--- src/common/vprot_pkg.sv ---
// package: constants and enumerations for the voltage protection stage
package vprot_pkg;

	// ==========================================================
	// widths and fixed-point formats
	localparam int V_W     = 16;                 // measured magnitude width
	localparam int PU_FRAC = 8;                  // per-unit settings are Q8.8
	localparam int THR_W   = V_W + 8;            // threshold width, pickup fits; release can overflow

	// ==========================================================
	// nominal reference and loss-of-potential level, Q0.16 fractions
	localparam logic [16:0] INV_SQRT3_Q16 = 17'h093CD; // 1/sqrt(3)
	localparam logic [16:0] LOP_FRAC_Q16  = 17'h007AE; // 0.03 of nominal

	// ==========================================================
	// sliding average timing
	localparam int    CLK_HZ          = 20_000_000;
	localparam int    AVG_WINDOW_MIN  = 10;       // averaging window in minutes
	localparam int    AVG_SLOTS       = 16;       // decimated samples per window
	localparam int    AVG_SLOTS_LOG2  = 4;
	localparam longint AVG_SLOT_CYC_L = (longint'(AVG_WINDOW_MIN) * 60 * CLK_HZ) / AVG_SLOTS;
	localparam int unsigned AVG_SLOT_CYCLES = int'(AVG_SLOT_CYC_L);

	// ==========================================================
	// reset values
	localparam logic [31:0] TRIP_CNT_RESET = 32'h0000_0000;

	// ==========================================================
	// settings encodings
	typedef enum logic [1:0] {
		MODE_UNUSED = 2'h0,
		MODE_OVER   = 2'h1,
		MODE_UNDER  = 2'h2
	} stage_mode_e;

	typedef enum logic [1:0] {
		METHOD_FUND = 2'h0,
		METHOD_RMS  = 2'h1,
		METHOD_AVG  = 2'h2
	} meas_method_e;

	typedef enum logic [1:0] {
		VOTE_ANY_ONE = 2'h0,
		VOTE_ANY_TWO = 2'h1,
		VOTE_ALL     = 2'h2
	} vote_e;

	localparam logic WIRING_PH_NEUTRAL = 1'b0;
	localparam logic WIRING_PH_PHASE   = 1'b1;
	localparam logic MEAS_PH_GROUND    = 1'b0;
	localparam logic MEAS_PH_PHASE     = 1'b1;

	// trip timer states
	typedef enum logic [2:0] {
		TRIP_IDLE    = 3'b001,
		TRIP_TIMING  = 3'b010,
		TRIP_TRIPPED = 3'b100
	} trip_state_e;

endpackage : vprot_pkg

--- src/verilog/voltage_protection_stage.sv ---
// module: decision logic of one over/undervoltage protection stage
//
// Overview of operation
// loss of potential below 0.03 of nominal blocks undervoltage operation.
// software must not set undervoltage pickup far below the loss level.
// one structure serves as overvoltage, undervoltage, or unused stage.
// phase-to-neutral wiring: flags a/b/c follow phase voltages 1, 2, 3.
// phase-to-phase wiring: flags a/b/c follow voltages 1-2, 2-3, 3-1.
// measure fundamental, true RMS or sliding average, chosen per stage.
// average method supervises a sliding average over ten minutes.
// ground wiring: nominal is rating/sqrt3 or rating per measuring mode.
// phase wiring forces phase-to-phase mode, nominal equals the rating.
// pickup voting: any one, any two, or all three phases.
// settable dropout ratio sets the release level of a pickup.
// either external block input blocks the stage when permitted.
// external trip block suppresses only the trip when permitted.
// function setting enables the stage; only the first is on by default.
// permission bit decides whether external block inputs act at all.
// permanent setting suppresses the trip regardless of block inputs.
// trip follows alarm after the delay; clears on dropout or block.
`timescale 1ns/1ns
`default_nettype none
module voltage_protection_stage
	import vprot_pkg::*;
#(
	parameter int          STAGE_NUM       = 1,
	parameter int unsigned AVG_SLOT_CYCLES = vprot_pkg::AVG_SLOT_CYCLES
) (
	// clock and reset
	input  wire logic             clk_sys_i,
	input  wire logic             rst_n_i,
	// measured channels, three per method, one sample per valid pulse
	input  wire logic             sample_valid_i,
	input  wire logic [V_W-1:0]   fund_ch1_i,
	input  wire logic [V_W-1:0]   fund_ch2_i,
	input  wire logic [V_W-1:0]   fund_ch3_i,
	input  wire logic [V_W-1:0]   rms_ch1_i,
	input  wire logic [V_W-1:0]   rms_ch2_i,
	input  wire logic [V_W-1:0]   rms_ch3_i,
	// field settings
	input  wire logic             transformer_wiring_setting_i,
	input  wire logic [V_W-1:0]   vt_secondary_rating_i,
	// stage settings
	input  wire logic             stage_function_wr_i,
	input  wire logic             stage_function_i,
	input  wire logic [1:0]       stage_mode_i,
	input  wire logic [1:0]       meas_method_i,
	input  wire logic             meas_mode_i,
	input  wire logic [1:0]       vote_mode_i,
	input  wire logic [15:0]      pickup_pu_i,
	input  wire logic [15:0]      dropout_ratio_i,
	input  wire logic [31:0]      trip_delay_i,
	input  wire logic             external_block_permission_i,
	input  wire logic             external_trip_block_permission_i,
	input  wire logic             permanent_trip_suppress_i,
	// external block signals
	input  wire logic             external_block_input_a_i,
	input  wire logic             external_block_input_b_i,
	input  wire logic             external_trip_block_input_i,
	// per-phase flags
	output logic                  stage_alarm_phase_a_o,
	output logic                  stage_alarm_phase_b_o,
	output logic                  stage_alarm_phase_c_o,
	output logic                  stage_trip_phase_a_o,
	output logic                  stage_trip_phase_b_o,
	output logic                  stage_trip_phase_c_o,
	// stage status
	output logic                  stage_alarm_o,
	output logic                  stage_trip_o,
	output logic                  stage_blocked_o,
	output logic                  loss_of_potential_supervisor_o,
	output logic [V_W-1:0]        nominal_voltage_reference_o
);

	// ==========================================================
	// declarations
	logic [V_W-1:0]   fund_v [3];
	logic [V_W-1:0]   rms_v  [3];
	logic [V_W-1:0]   avg_v  [3];
	logic [2:0]       avg_ok;
	logic [V_W-1:0]   meas_v [3];
	logic [2:0]       pick_q;
	logic [2:0]       alarm_ph_q;
	logic             alarm_q;
	logic [2:0]       trip_ph_q;
	logic             trip_q;
	logic             func_q;
	logic             lop_q;
	logic             blocked_q;
	logic [V_W-1:0]   vn_q;
	logic [V_W-1:0]   vn_d;
	logic [V_W+16:0]  vn_scaled;
	logic [V_W+16:0]  lop_prod;
	logic [V_W-1:0]   lop_thr;
	logic [THR_W+15:0] pick_prod;
	logic [THR_W-1:0]  pick_thr;
	logic [THR_W+15:0] rel_prod;
	logic [THR_W-1:0]  rel_thr;
	logic             is_over;
	logic             is_under;
	logic             blocked_d;
	logic             trip_block;
	logic [1:0]       n_pick;
	logic             vote_d;
	logic [31:0]      trip_cnt_q;
	trip_state_e      trip_st_q;

	// channel index 0/1/2 is phase 1/2/3 or pair 1-2/2-3/3-1 as wired
	assign fund_v[0] = fund_ch1_i;
	assign fund_v[1] = fund_ch2_i;
	assign fund_v[2] = fund_ch3_i;
	assign rms_v[0]  = rms_ch1_i;
	assign rms_v[1]  = rms_ch2_i;
	assign rms_v[2]  = rms_ch3_i;

	// ==========================================================
	// nominal reference
	// phase wiring overrides the stage's measuring mode
	assign vn_scaled = vt_secondary_rating_i * INV_SQRT3_Q16;
	always_comb begin
		if (transformer_wiring_setting_i == WIRING_PH_PHASE) begin
			vn_d = vt_secondary_rating_i;
		end else if (meas_mode_i == MEAS_PH_GROUND) begin
			vn_d = vn_scaled[V_W+15:16];
		end else begin
			vn_d = vt_secondary_rating_i;
		end
	end

	// reference register
	always_ff @(posedge clk_sys_i or negedge rst_n_i) begin
		if (!rst_n_i) begin
			vn_q <= '0;
		end else begin
			vn_q <= vn_d;
		end
	end

	// ==========================================================
	// thresholds from the per-unit settings
	assign pick_prod = THR_W'(vn_q) * pickup_pu_i;
	assign pick_thr  = pick_prod[THR_W+PU_FRAC-1:PU_FRAC];
	// release level: below 1 for overvoltage, above 1 for undervoltage
	assign rel_prod  = pick_thr * dropout_ratio_i;
	assign rel_thr   = rel_prod[THR_W+PU_FRAC-1:PU_FRAC];
	assign lop_prod  = vn_q * LOP_FRAC_Q16;
	assign lop_thr   = lop_prod[V_W+15:16];

	assign is_over  = (stage_mode_e'(stage_mode_i) == MODE_OVER);
	assign is_under = (stage_mode_e'(stage_mode_i) == MODE_UNDER);

	// ==========================================================
	// per-phase measurement selection and hysteresis
	for (genvar p = 0; p < 3; p++) begin : g_phase
		sliding_average #(
			.W           (V_W),
			.SLOTS       (AVG_SLOTS),
			.SLOTS_LOG2  (AVG_SLOTS_LOG2),
			.SLOT_CYCLES (AVG_SLOT_CYCLES)
		) u_avg (
			.clk_sys_i   (clk_sys_i),
			.rst_n_i     (rst_n_i),
			.sample_i    (rms_v[p]),
			.avg_o       (avg_v[p]),
			.avg_valid_o (avg_ok[p])
		);

		// method select
		always_comb begin
			case (meas_method_e'(meas_method_i))
				METHOD_FUND: meas_v[p] = fund_v[p];
				METHOD_RMS:  meas_v[p] = rms_v[p];
				METHOD_AVG:  meas_v[p] = avg_v[p];
				default:     meas_v[p] = fund_v[p];
			endcase
		end

		// pickup with dropout hysteresis; an average not yet filled never picks up
		always_ff @(posedge clk_sys_i or negedge rst_n_i) begin
			if (!rst_n_i) begin
				pick_q[p] <= 1'b0;
			end else if (!(is_over || is_under)) begin
				pick_q[p] <= 1'b0;
			end else if (meas_method_e'(meas_method_i) == METHOD_AVG && !avg_ok[p]) begin
				pick_q[p] <= 1'b0;
			end else if (sample_valid_i) begin
				if (is_over) begin
					pick_q[p] <= pick_q[p] ? (THR_W'(meas_v[p]) >= rel_thr)
					                       : (THR_W'(meas_v[p]) > pick_thr);
				end else begin
					pick_q[p] <= pick_q[p] ? (THR_W'(meas_v[p]) <= rel_thr)
					                       : (THR_W'(meas_v[p]) < pick_thr);
				end
			end
		end
	end

	// ==========================================================
	// loss of potential: all three channels under 3 % of nominal
	always_ff @(posedge clk_sys_i or negedge rst_n_i) begin
		if (!rst_n_i) begin
			lop_q <= 1'b0;
		end else if (sample_valid_i) begin
			lop_q <= (fund_v[0] < lop_thr) && (fund_v[1] < lop_thr)
			         && (fund_v[2] < lop_thr);
		end
	end

	// ==========================================================
	// function enable, default on for the first stage only
	always_ff @(posedge clk_sys_i or negedge rst_n_i) begin
		if (!rst_n_i) begin
			func_q <= (STAGE_NUM == 1);
		end else if (stage_function_wr_i) begin
			func_q <= stage_function_i;
		end
	end

	// ==========================================================
	// blocking
	// an unassigned block input is expected to be held low
	assign blocked_d = !func_q || !(is_over || is_under)
	                   || (external_block_permission_i
	                       && (external_block_input_a_i || external_block_input_b_i))
	                   || (is_under && lop_q);
	assign trip_block = permanent_trip_suppress_i
	                    || (external_trip_block_permission_i
	                        && external_trip_block_input_i);

	always_ff @(posedge clk_sys_i or negedge rst_n_i) begin
		if (!rst_n_i) begin
			blocked_q <= 1'b1;
		end else begin
			blocked_q <= blocked_d;
		end
	end

	// ==========================================================
	// voting and alarm
	assign n_pick = 2'(pick_q[0]) + 2'(pick_q[1]) + 2'(pick_q[2]);
	always_comb begin
		case (vote_e'(vote_mode_i))
			VOTE_ANY_ONE: vote_d = (n_pick >= 2'd1);
			VOTE_ANY_TWO: vote_d = (n_pick >= 2'd2);
			VOTE_ALL:     vote_d = (n_pick == 2'd3);
			default:      vote_d = (n_pick >= 2'd1);
		endcase
	end

	// a blocked stage shows no alarm at all
	always_ff @(posedge clk_sys_i or negedge rst_n_i) begin
		if (!rst_n_i) begin
			alarm_q    <= 1'b0;
			alarm_ph_q <= 3'h0;
		end else if (blocked_d) begin
			alarm_q    <= 1'b0;
			alarm_ph_q <= 3'h0;
		end else begin
			alarm_q    <= vote_d;
			alarm_ph_q <= vote_d ? pick_q : 3'h0;
		end
	end

	// ==========================================================
	// trip delay timer
	// the delay counts from the registered alarm, so trip lags it by the delay
	always_ff @(posedge clk_sys_i or negedge rst_n_i) begin
		if (!rst_n_i) begin
			trip_st_q  <= TRIP_IDLE;
			trip_cnt_q <= TRIP_CNT_RESET;
			trip_q     <= 1'b0;
			trip_ph_q  <= 3'h0;
		end else if (!alarm_q || blocked_d || trip_block) begin
			trip_st_q  <= TRIP_IDLE;
			trip_cnt_q <= TRIP_CNT_RESET;
			trip_q     <= 1'b0;
			trip_ph_q  <= 3'h0;
		end else begin
			case (trip_st_q)
				TRIP_IDLE: begin
					trip_cnt_q <= 32'd1;
					if (trip_delay_i <= 32'd1) begin
						trip_st_q <= TRIP_TRIPPED;
						trip_q    <= 1'b1;
						trip_ph_q <= alarm_ph_q;
					end else begin
						trip_st_q <= TRIP_TIMING;
					end
				end
				TRIP_TIMING: begin
					trip_cnt_q <= trip_cnt_q + 32'd1;
					if (trip_cnt_q + 32'd1 >= trip_delay_i) begin
						trip_st_q <= TRIP_TRIPPED;
						trip_q    <= 1'b1;
						trip_ph_q <= alarm_ph_q;
					end
				end
				TRIP_TRIPPED: begin
					trip_ph_q <= alarm_ph_q;
				end
				default: begin
					trip_st_q <= TRIP_IDLE;
				end
			endcase
		end
	end

	// ==========================================================
	// outputs, all straight from flip-flops
	assign stage_alarm_phase_a_o          = alarm_ph_q[0];
	assign stage_alarm_phase_b_o          = alarm_ph_q[1];
	assign stage_alarm_phase_c_o          = alarm_ph_q[2];
	assign stage_trip_phase_a_o           = trip_ph_q[0];
	assign stage_trip_phase_b_o           = trip_ph_q[1];
	assign stage_trip_phase_c_o           = trip_ph_q[2];
	assign stage_alarm_o                  = alarm_q;
	assign stage_trip_o                   = trip_q;
	assign stage_blocked_o                = blocked_q;
	assign loss_of_potential_supervisor_o = lop_q;
	assign nominal_voltage_reference_o    = vn_q;

endmodule : voltage_protection_stage
`default_nettype wire

--- src/verilog/sliding_average.sv ---
// module: decimated sliding average of one voltage channel
`timescale 1ns/1ns
`default_nettype none
module sliding_average
	import vprot_pkg::*;
#(
	parameter int          W           = V_W,
	parameter int          SLOTS       = AVG_SLOTS,
	parameter int          SLOTS_LOG2  = AVG_SLOTS_LOG2,
	parameter int unsigned SLOT_CYCLES = AVG_SLOT_CYCLES
) (
	// clock and reset
	input  wire logic         clk_sys_i,
	input  wire logic         rst_n_i,
	// sample in
	input  wire logic [W-1:0] sample_i,
	// average out
	output logic      [W-1:0] avg_o,
	output logic              avg_valid_o
);

	// ==========================================================
	// storage
	logic [W-1:0]            slot_q [SLOTS];
	logic [SLOTS_LOG2-1:0]   ptr_q;
	logic [W+SLOTS_LOG2-1:0] sum_q;
	logic [31:0]             tick_cnt_q;
	logic                    full_q;
	logic                    tick;

	// one slot per window/SLOTS; decimating keeps the memory small at the cost
	// of ignoring what happens between ticks
	assign tick = (tick_cnt_q == SLOT_CYCLES - 32'd1);

	// slot period counter
	always_ff @(posedge clk_sys_i or negedge rst_n_i) begin
		if (!rst_n_i) begin
			tick_cnt_q <= 32'h0000_0000;
		end else if (tick) begin
			tick_cnt_q <= 32'h0000_0000;
		end else begin
			tick_cnt_q <= tick_cnt_q + 32'd1;
		end
	end

	// slot store, one entry per generate branch
	for (genvar g = 0; g < SLOTS; g++) begin : g_slot
		always_ff @(posedge clk_sys_i or negedge rst_n_i) begin
			if (!rst_n_i) begin
				slot_q[g] <= '0;
			end else if (tick && ptr_q == SLOTS_LOG2'(g)) begin
				slot_q[g] <= sample_i;
			end
		end
	end

	// running sum: add newest, drop the one it replaces
	always_ff @(posedge clk_sys_i or negedge rst_n_i) begin
		if (!rst_n_i) begin
			sum_q  <= '0;
			ptr_q  <= '0;
			full_q <= 1'b0;
		end else if (tick) begin
			sum_q <= sum_q + (W+SLOTS_LOG2)'(sample_i) - (W+SLOTS_LOG2)'(slot_q[ptr_q]);
			ptr_q <= ptr_q + SLOTS_LOG2'(1);
			if (ptr_q == SLOTS_LOG2'(SLOTS - 1)) begin
				full_q <= 1'b1;
			end
		end
	end

	// average is only meaningful once the whole window has been seen
	assign avg_o       = sum_q[W+SLOTS_LOG2-1:SLOTS_LOG2];
	assign avg_valid_o = full_q;

endmodule : sliding_average
`default_nettype wire

--- config.mk ---
export PLATFORM = sky130hd
export DESIGN_NAME = voltage_protection_stage
export DESIGN_NICKNAME = d
export VERILOG_FILES = /design/src/common/vprot_pkg.sv /design/src/verilog/voltage_protection_stage.sv /design/src/verilog/sliding_average.sv
export SDC_FILE = /design/constraint.sdc
export NUM_CORES = 2
export LEC_CHECK = 0
export BUFFER_PORTS_ARGS = -buffer_cell sky130_fd_sc_hd__buf_2
export CORE_ASPECT_RATIO = 2
export CORE_MARGIN = 2
export CORE_UTILIZATION = 40
export CTS_CLUSTER_SIZE = 16
export DETAILED_ROUTE_END_ITERATION = 6
export GPL_TIMING_DRIVEN = 0
export HOLD_SLACK_MARGIN = 0.1
export REMOVE_ABC_BUFFERS = 1
export SLEW_MARGIN = 30
export SYNTH_ARGS = -nofsm -noshare
export SYNTH_HDL_FRONTEND = slang
export SYNTH_SLANG_ARGS = --single-unit
--- constraint.sdc ---
create_clock -name clk_sys_i -period 18.37 [get_ports clk_sys_i]
set_input_delay 5.511 -clock clk_sys_i [delete_from_list [all_inputs] [get_ports clk_sys_i]]
set_output_delay 5.511 -clock clk_sys_i [all_outputs]
set_load 0.05 [all_outputs]
==> metrics.txt <==
post-route DRC violation count=0; final slew viol count=0; Finished Layout Cells=9852; IO Pins=221; die area=0.202 sq mm; EDFF count, synth=0; Netlist cell types=74; pre-CTS WS=-2.10 ns; worst setup margin=0.427 ns; outcome=finished, final reports clean; post-synthesis sequential area ratio=31.6%; Crit. End Element=flip-flop; r2r setup slk=4.47 ns; 1st-iter DRT viols=3089; final hold vios=0; Routed Antenna Nets=0; GRT overflow=0; most used cell, CP=fa_1; vias in the first global route=60000; Inst Count DP=9644; NumNets Final=8711; Rel. slew slack=26.8%; final period utilization=97.7%; Arrival @ worst endpoint=18.51 ns; chip width=319 microns; PortBufs=220; clk sinks=1004; skew final=0.0902 ns; WHS=0.477 ns; Yosys reg bits=1004; Post-Synthesis Cells=7052; CTS tree=yes; async set-reset flop share out of synthesis=100%; Slew @ Worst Pin=1.09 ns; number of iterations in the first detailed-routing pass=5; initial antenna violation count=31; Post-Syn Area=0.0794 sq mm; gr usage total=22.1%; CP top delay family=adder cells; largest stage delay on the critical path=0.58 ns; largest net degree at the start of global routing=130; first-pass GRT wire length=344000 microns; Vias per Instance=5.46; GP Congestion=0.918; layout cell share with drive strength beyond 1=23.2%; Crit Path Class=primary input to flip-flop; max frequency=55.7 MHz; Initial Util=40.2%; Synth Flop Type=dfrtp_1; Clock transition at path regs=0.07 ns; DR WL/cell=22.3 microns; post-DP HPWL=168000 microns; setup violators final=0; clock period minus worst slack=17.94 ns; number of max-cap violations=0; CTS Hold Bufs=0; YS warnings=0; row count=231; final WL=220000 microns; latest clock arrival within the worst-skew pair=0.74 ns; HP Class=flip-flop to flip-flop; Core ar.=0.198 sq mm; CTS buffer count=94; Required @ worst endpoint=18.94 ns; via count=53800; Die H=634 microns; clock tree buffer depth=3; H-Tree Depth=3; clk root buf=clkbuf_16; crit start category=primary input; buffers plus inverters on the worst setup path=10; synth-to-layout area growth=12.2%; slowest CP cell=fa_1; largest fanout on the critical path=16; syn_area_per_cell=11.3 sq um
-- cells by family after synthesis --
group	Yosys count	share of synthesized area, %
AOI/OAI and AO/OA	624	5.02
muxes	1012	17.8
xor gates and xnor gates	243	2.72
and+or+nand+nor	1514	9.26
buffers and inverters	1333	6.30
adders and majority gates	1322	27.3
DFF	1004	31.6
-- metrics by stage --
step / cell area (sq um) / util (%) / setup TNS [ns]
3_5_place_dp: 85300 / 43.2 / -5.23
5_1_grt: 89100 / 45.1 / -0.148
3_3_place_gp: 82600 / 41.8 / -9716.94
6_report: 89100 / 45.1 / 0
2_1_floorplan: 78300 / - / 0
4_1_cts: 88800 / 44.9 / 0
-- placed cells by master (no fill, tap or decap), types with 19 or more instances in the layout --
master	count
inv_1	1025
dfrtp_1	974
mux2_2	770
fa_1	684
ha_1	633
nand2_1	609
and2_1	257
mux4_2	240
o21ai_0	219
buf_2	210
nor2_1	188
xnor2_1	120
a21oi_1	99
clkbuf_16	95
xor2_1	92
nand4_1	71
nand3_1	70
a21o_1	64
buf_4	64
a22oi_1	49
buf_16	49
nor3_1	41
and3_1	39
nor2_4	38
nor2b_1	38
nand2b_1	33
clkbuf_1	26
o21a_1	24
dfrtp_2	21
nor4_1	20
o31ai_1	20
or3_1	19
-- state kept, by name (all words and copies together), names as in the netlist, 3 cells and up --
name / count
g_phase.u_avg.slot_q: 768
g_phase.u_avg.avg_valid_o: 3
alarm_ph_q: 3
trip_cnt_q: 32
trip_st_q: 3
g_phase.u_avg.tick_cnt_q: 96
g_phase.u_avg.sum_q: 60
pick_q: 3
g_phase.u_avg.ptr_q: 12
nominal_voltage_reference_o: 16
trip_ph_q: 3
-- worst paths after layout --
kind,startpoint,end,cells after the start
setup / recovery,pickup_pu_i[4],pick_q[1],51
hold / removal,g_phase[1].u_avg.tick_cnt_q[0],g_phase[1].u_avg.tick_cnt_q[0],1
hold reg to reg,g_phase[1].u_avg.tick_cnt_q[0],g_phase[1].u_avg.tick_cnt_q[0],1
max in group asynchronous,rst_n_i,g_phase[1].u_avg.slot_q[136],8
min in group asynchronous,rst_n_i,g_phase[0].u_avg.slot_q[66],1
setup reg to reg,nominal_voltage_reference_o[4],pick_q[1],52
-- metal layers --
metal	GRT usage (%)	up-vias	wire (microns)	share of wire (%)
met5	0	-	228	0.10
met4	12.1	38	13500	6.2
met3	3.57	578	11300	5.1
met2	40.7	1348	116000	53
met1	24.1	28000	79100	36
li1	-	23800	-	-
-- worst reg2reg max path: cells and delay by family, from the launching register on --
family / cells / cell delay (ns)
xor+xnor: 2 / 0.40
fa+ha+maj: 15 / 6.44
buf+inv: 9 / 0.88
simple gates: 8 / 1.50
flops: 1 / 0.89
compound gates: 18 / 3.64
-- cell type report --
| cell class | count | area (sq um) |
|---|---|---|
| Multi-Input combinational cell | 4715 | 50200 |
| Tap cell | 2563 | 3210 |
| Fill cell | 18300 | 109000 |
| Clock inverter | 38 | 531 |
| Inverter | 1025 | 3850 |
| Timing Repair Buffer | 354 | 3360 |
| Clock buffer | 137 | 2700 |
| Antenna cell | 16 | 40.0 |
| Sequential cell | 1004 | 25200 |
-- Yosys cell counts, types with 5 or more instances --
library cell  count  share of area, %
nand2_1         610               2.9
xnor2_1         133               1.5
o31ai_1          21              0.20
a21boi_0         17              0.16
mux2_2          770                11
clkbuf_1        276               1.3
xor2_1          107               1.2
a22o_1           15              0.17
a2111oi_0         8             0.088
o21bai_1         11              0.10
o211ai_1          5             0.047
nor2_1          227               1.1
dfrtp_1        1001                32
nor4bb_1          6             0.076
mux4_2          240               6.8
o22ai_1           5             0.039
buf_1            32              0.15
ha_1            638                10
inv_1          1025               4.8
fa_1            684                17
or3_1            20              0.16
or2_2            11             0.087
a22oi_1          49              0.46
and4_1           11              0.12
a211oi_1         11              0.10
a21o_1           64              0.61
a31oi_1          12             0.095
o21a_1           24              0.23
and2_1          257               2.0
o21ai_0         222               1.4
nor3b_1          10             0.095
o41ai_1           5             0.055
a21oi_1         108              0.68
nand2b_1         33              0.26
and3_1           41              0.32
nand3_1          71              0.45
nor4_1           22              0.17
nor2b_1          38              0.30
nand4_1          71              0.56
nor3_1           57              0.36
nor4b_1          10              0.11
-- repair_timing --
| item | in CTS | in global routing |
|---|---|---|
| endpoints found under the hold margin | 0 | 0 |
| setup buffers | 7 | 10 |
| resized for setup | 30 | 40 |
| setup endpoints to repair | 3 | 3 |
| pin swaps | 5 | 12 |
Power is left out: the tool's default activity adds up to more than one toggle a clock period on the data nets, which glitch-free logic cannot reach.
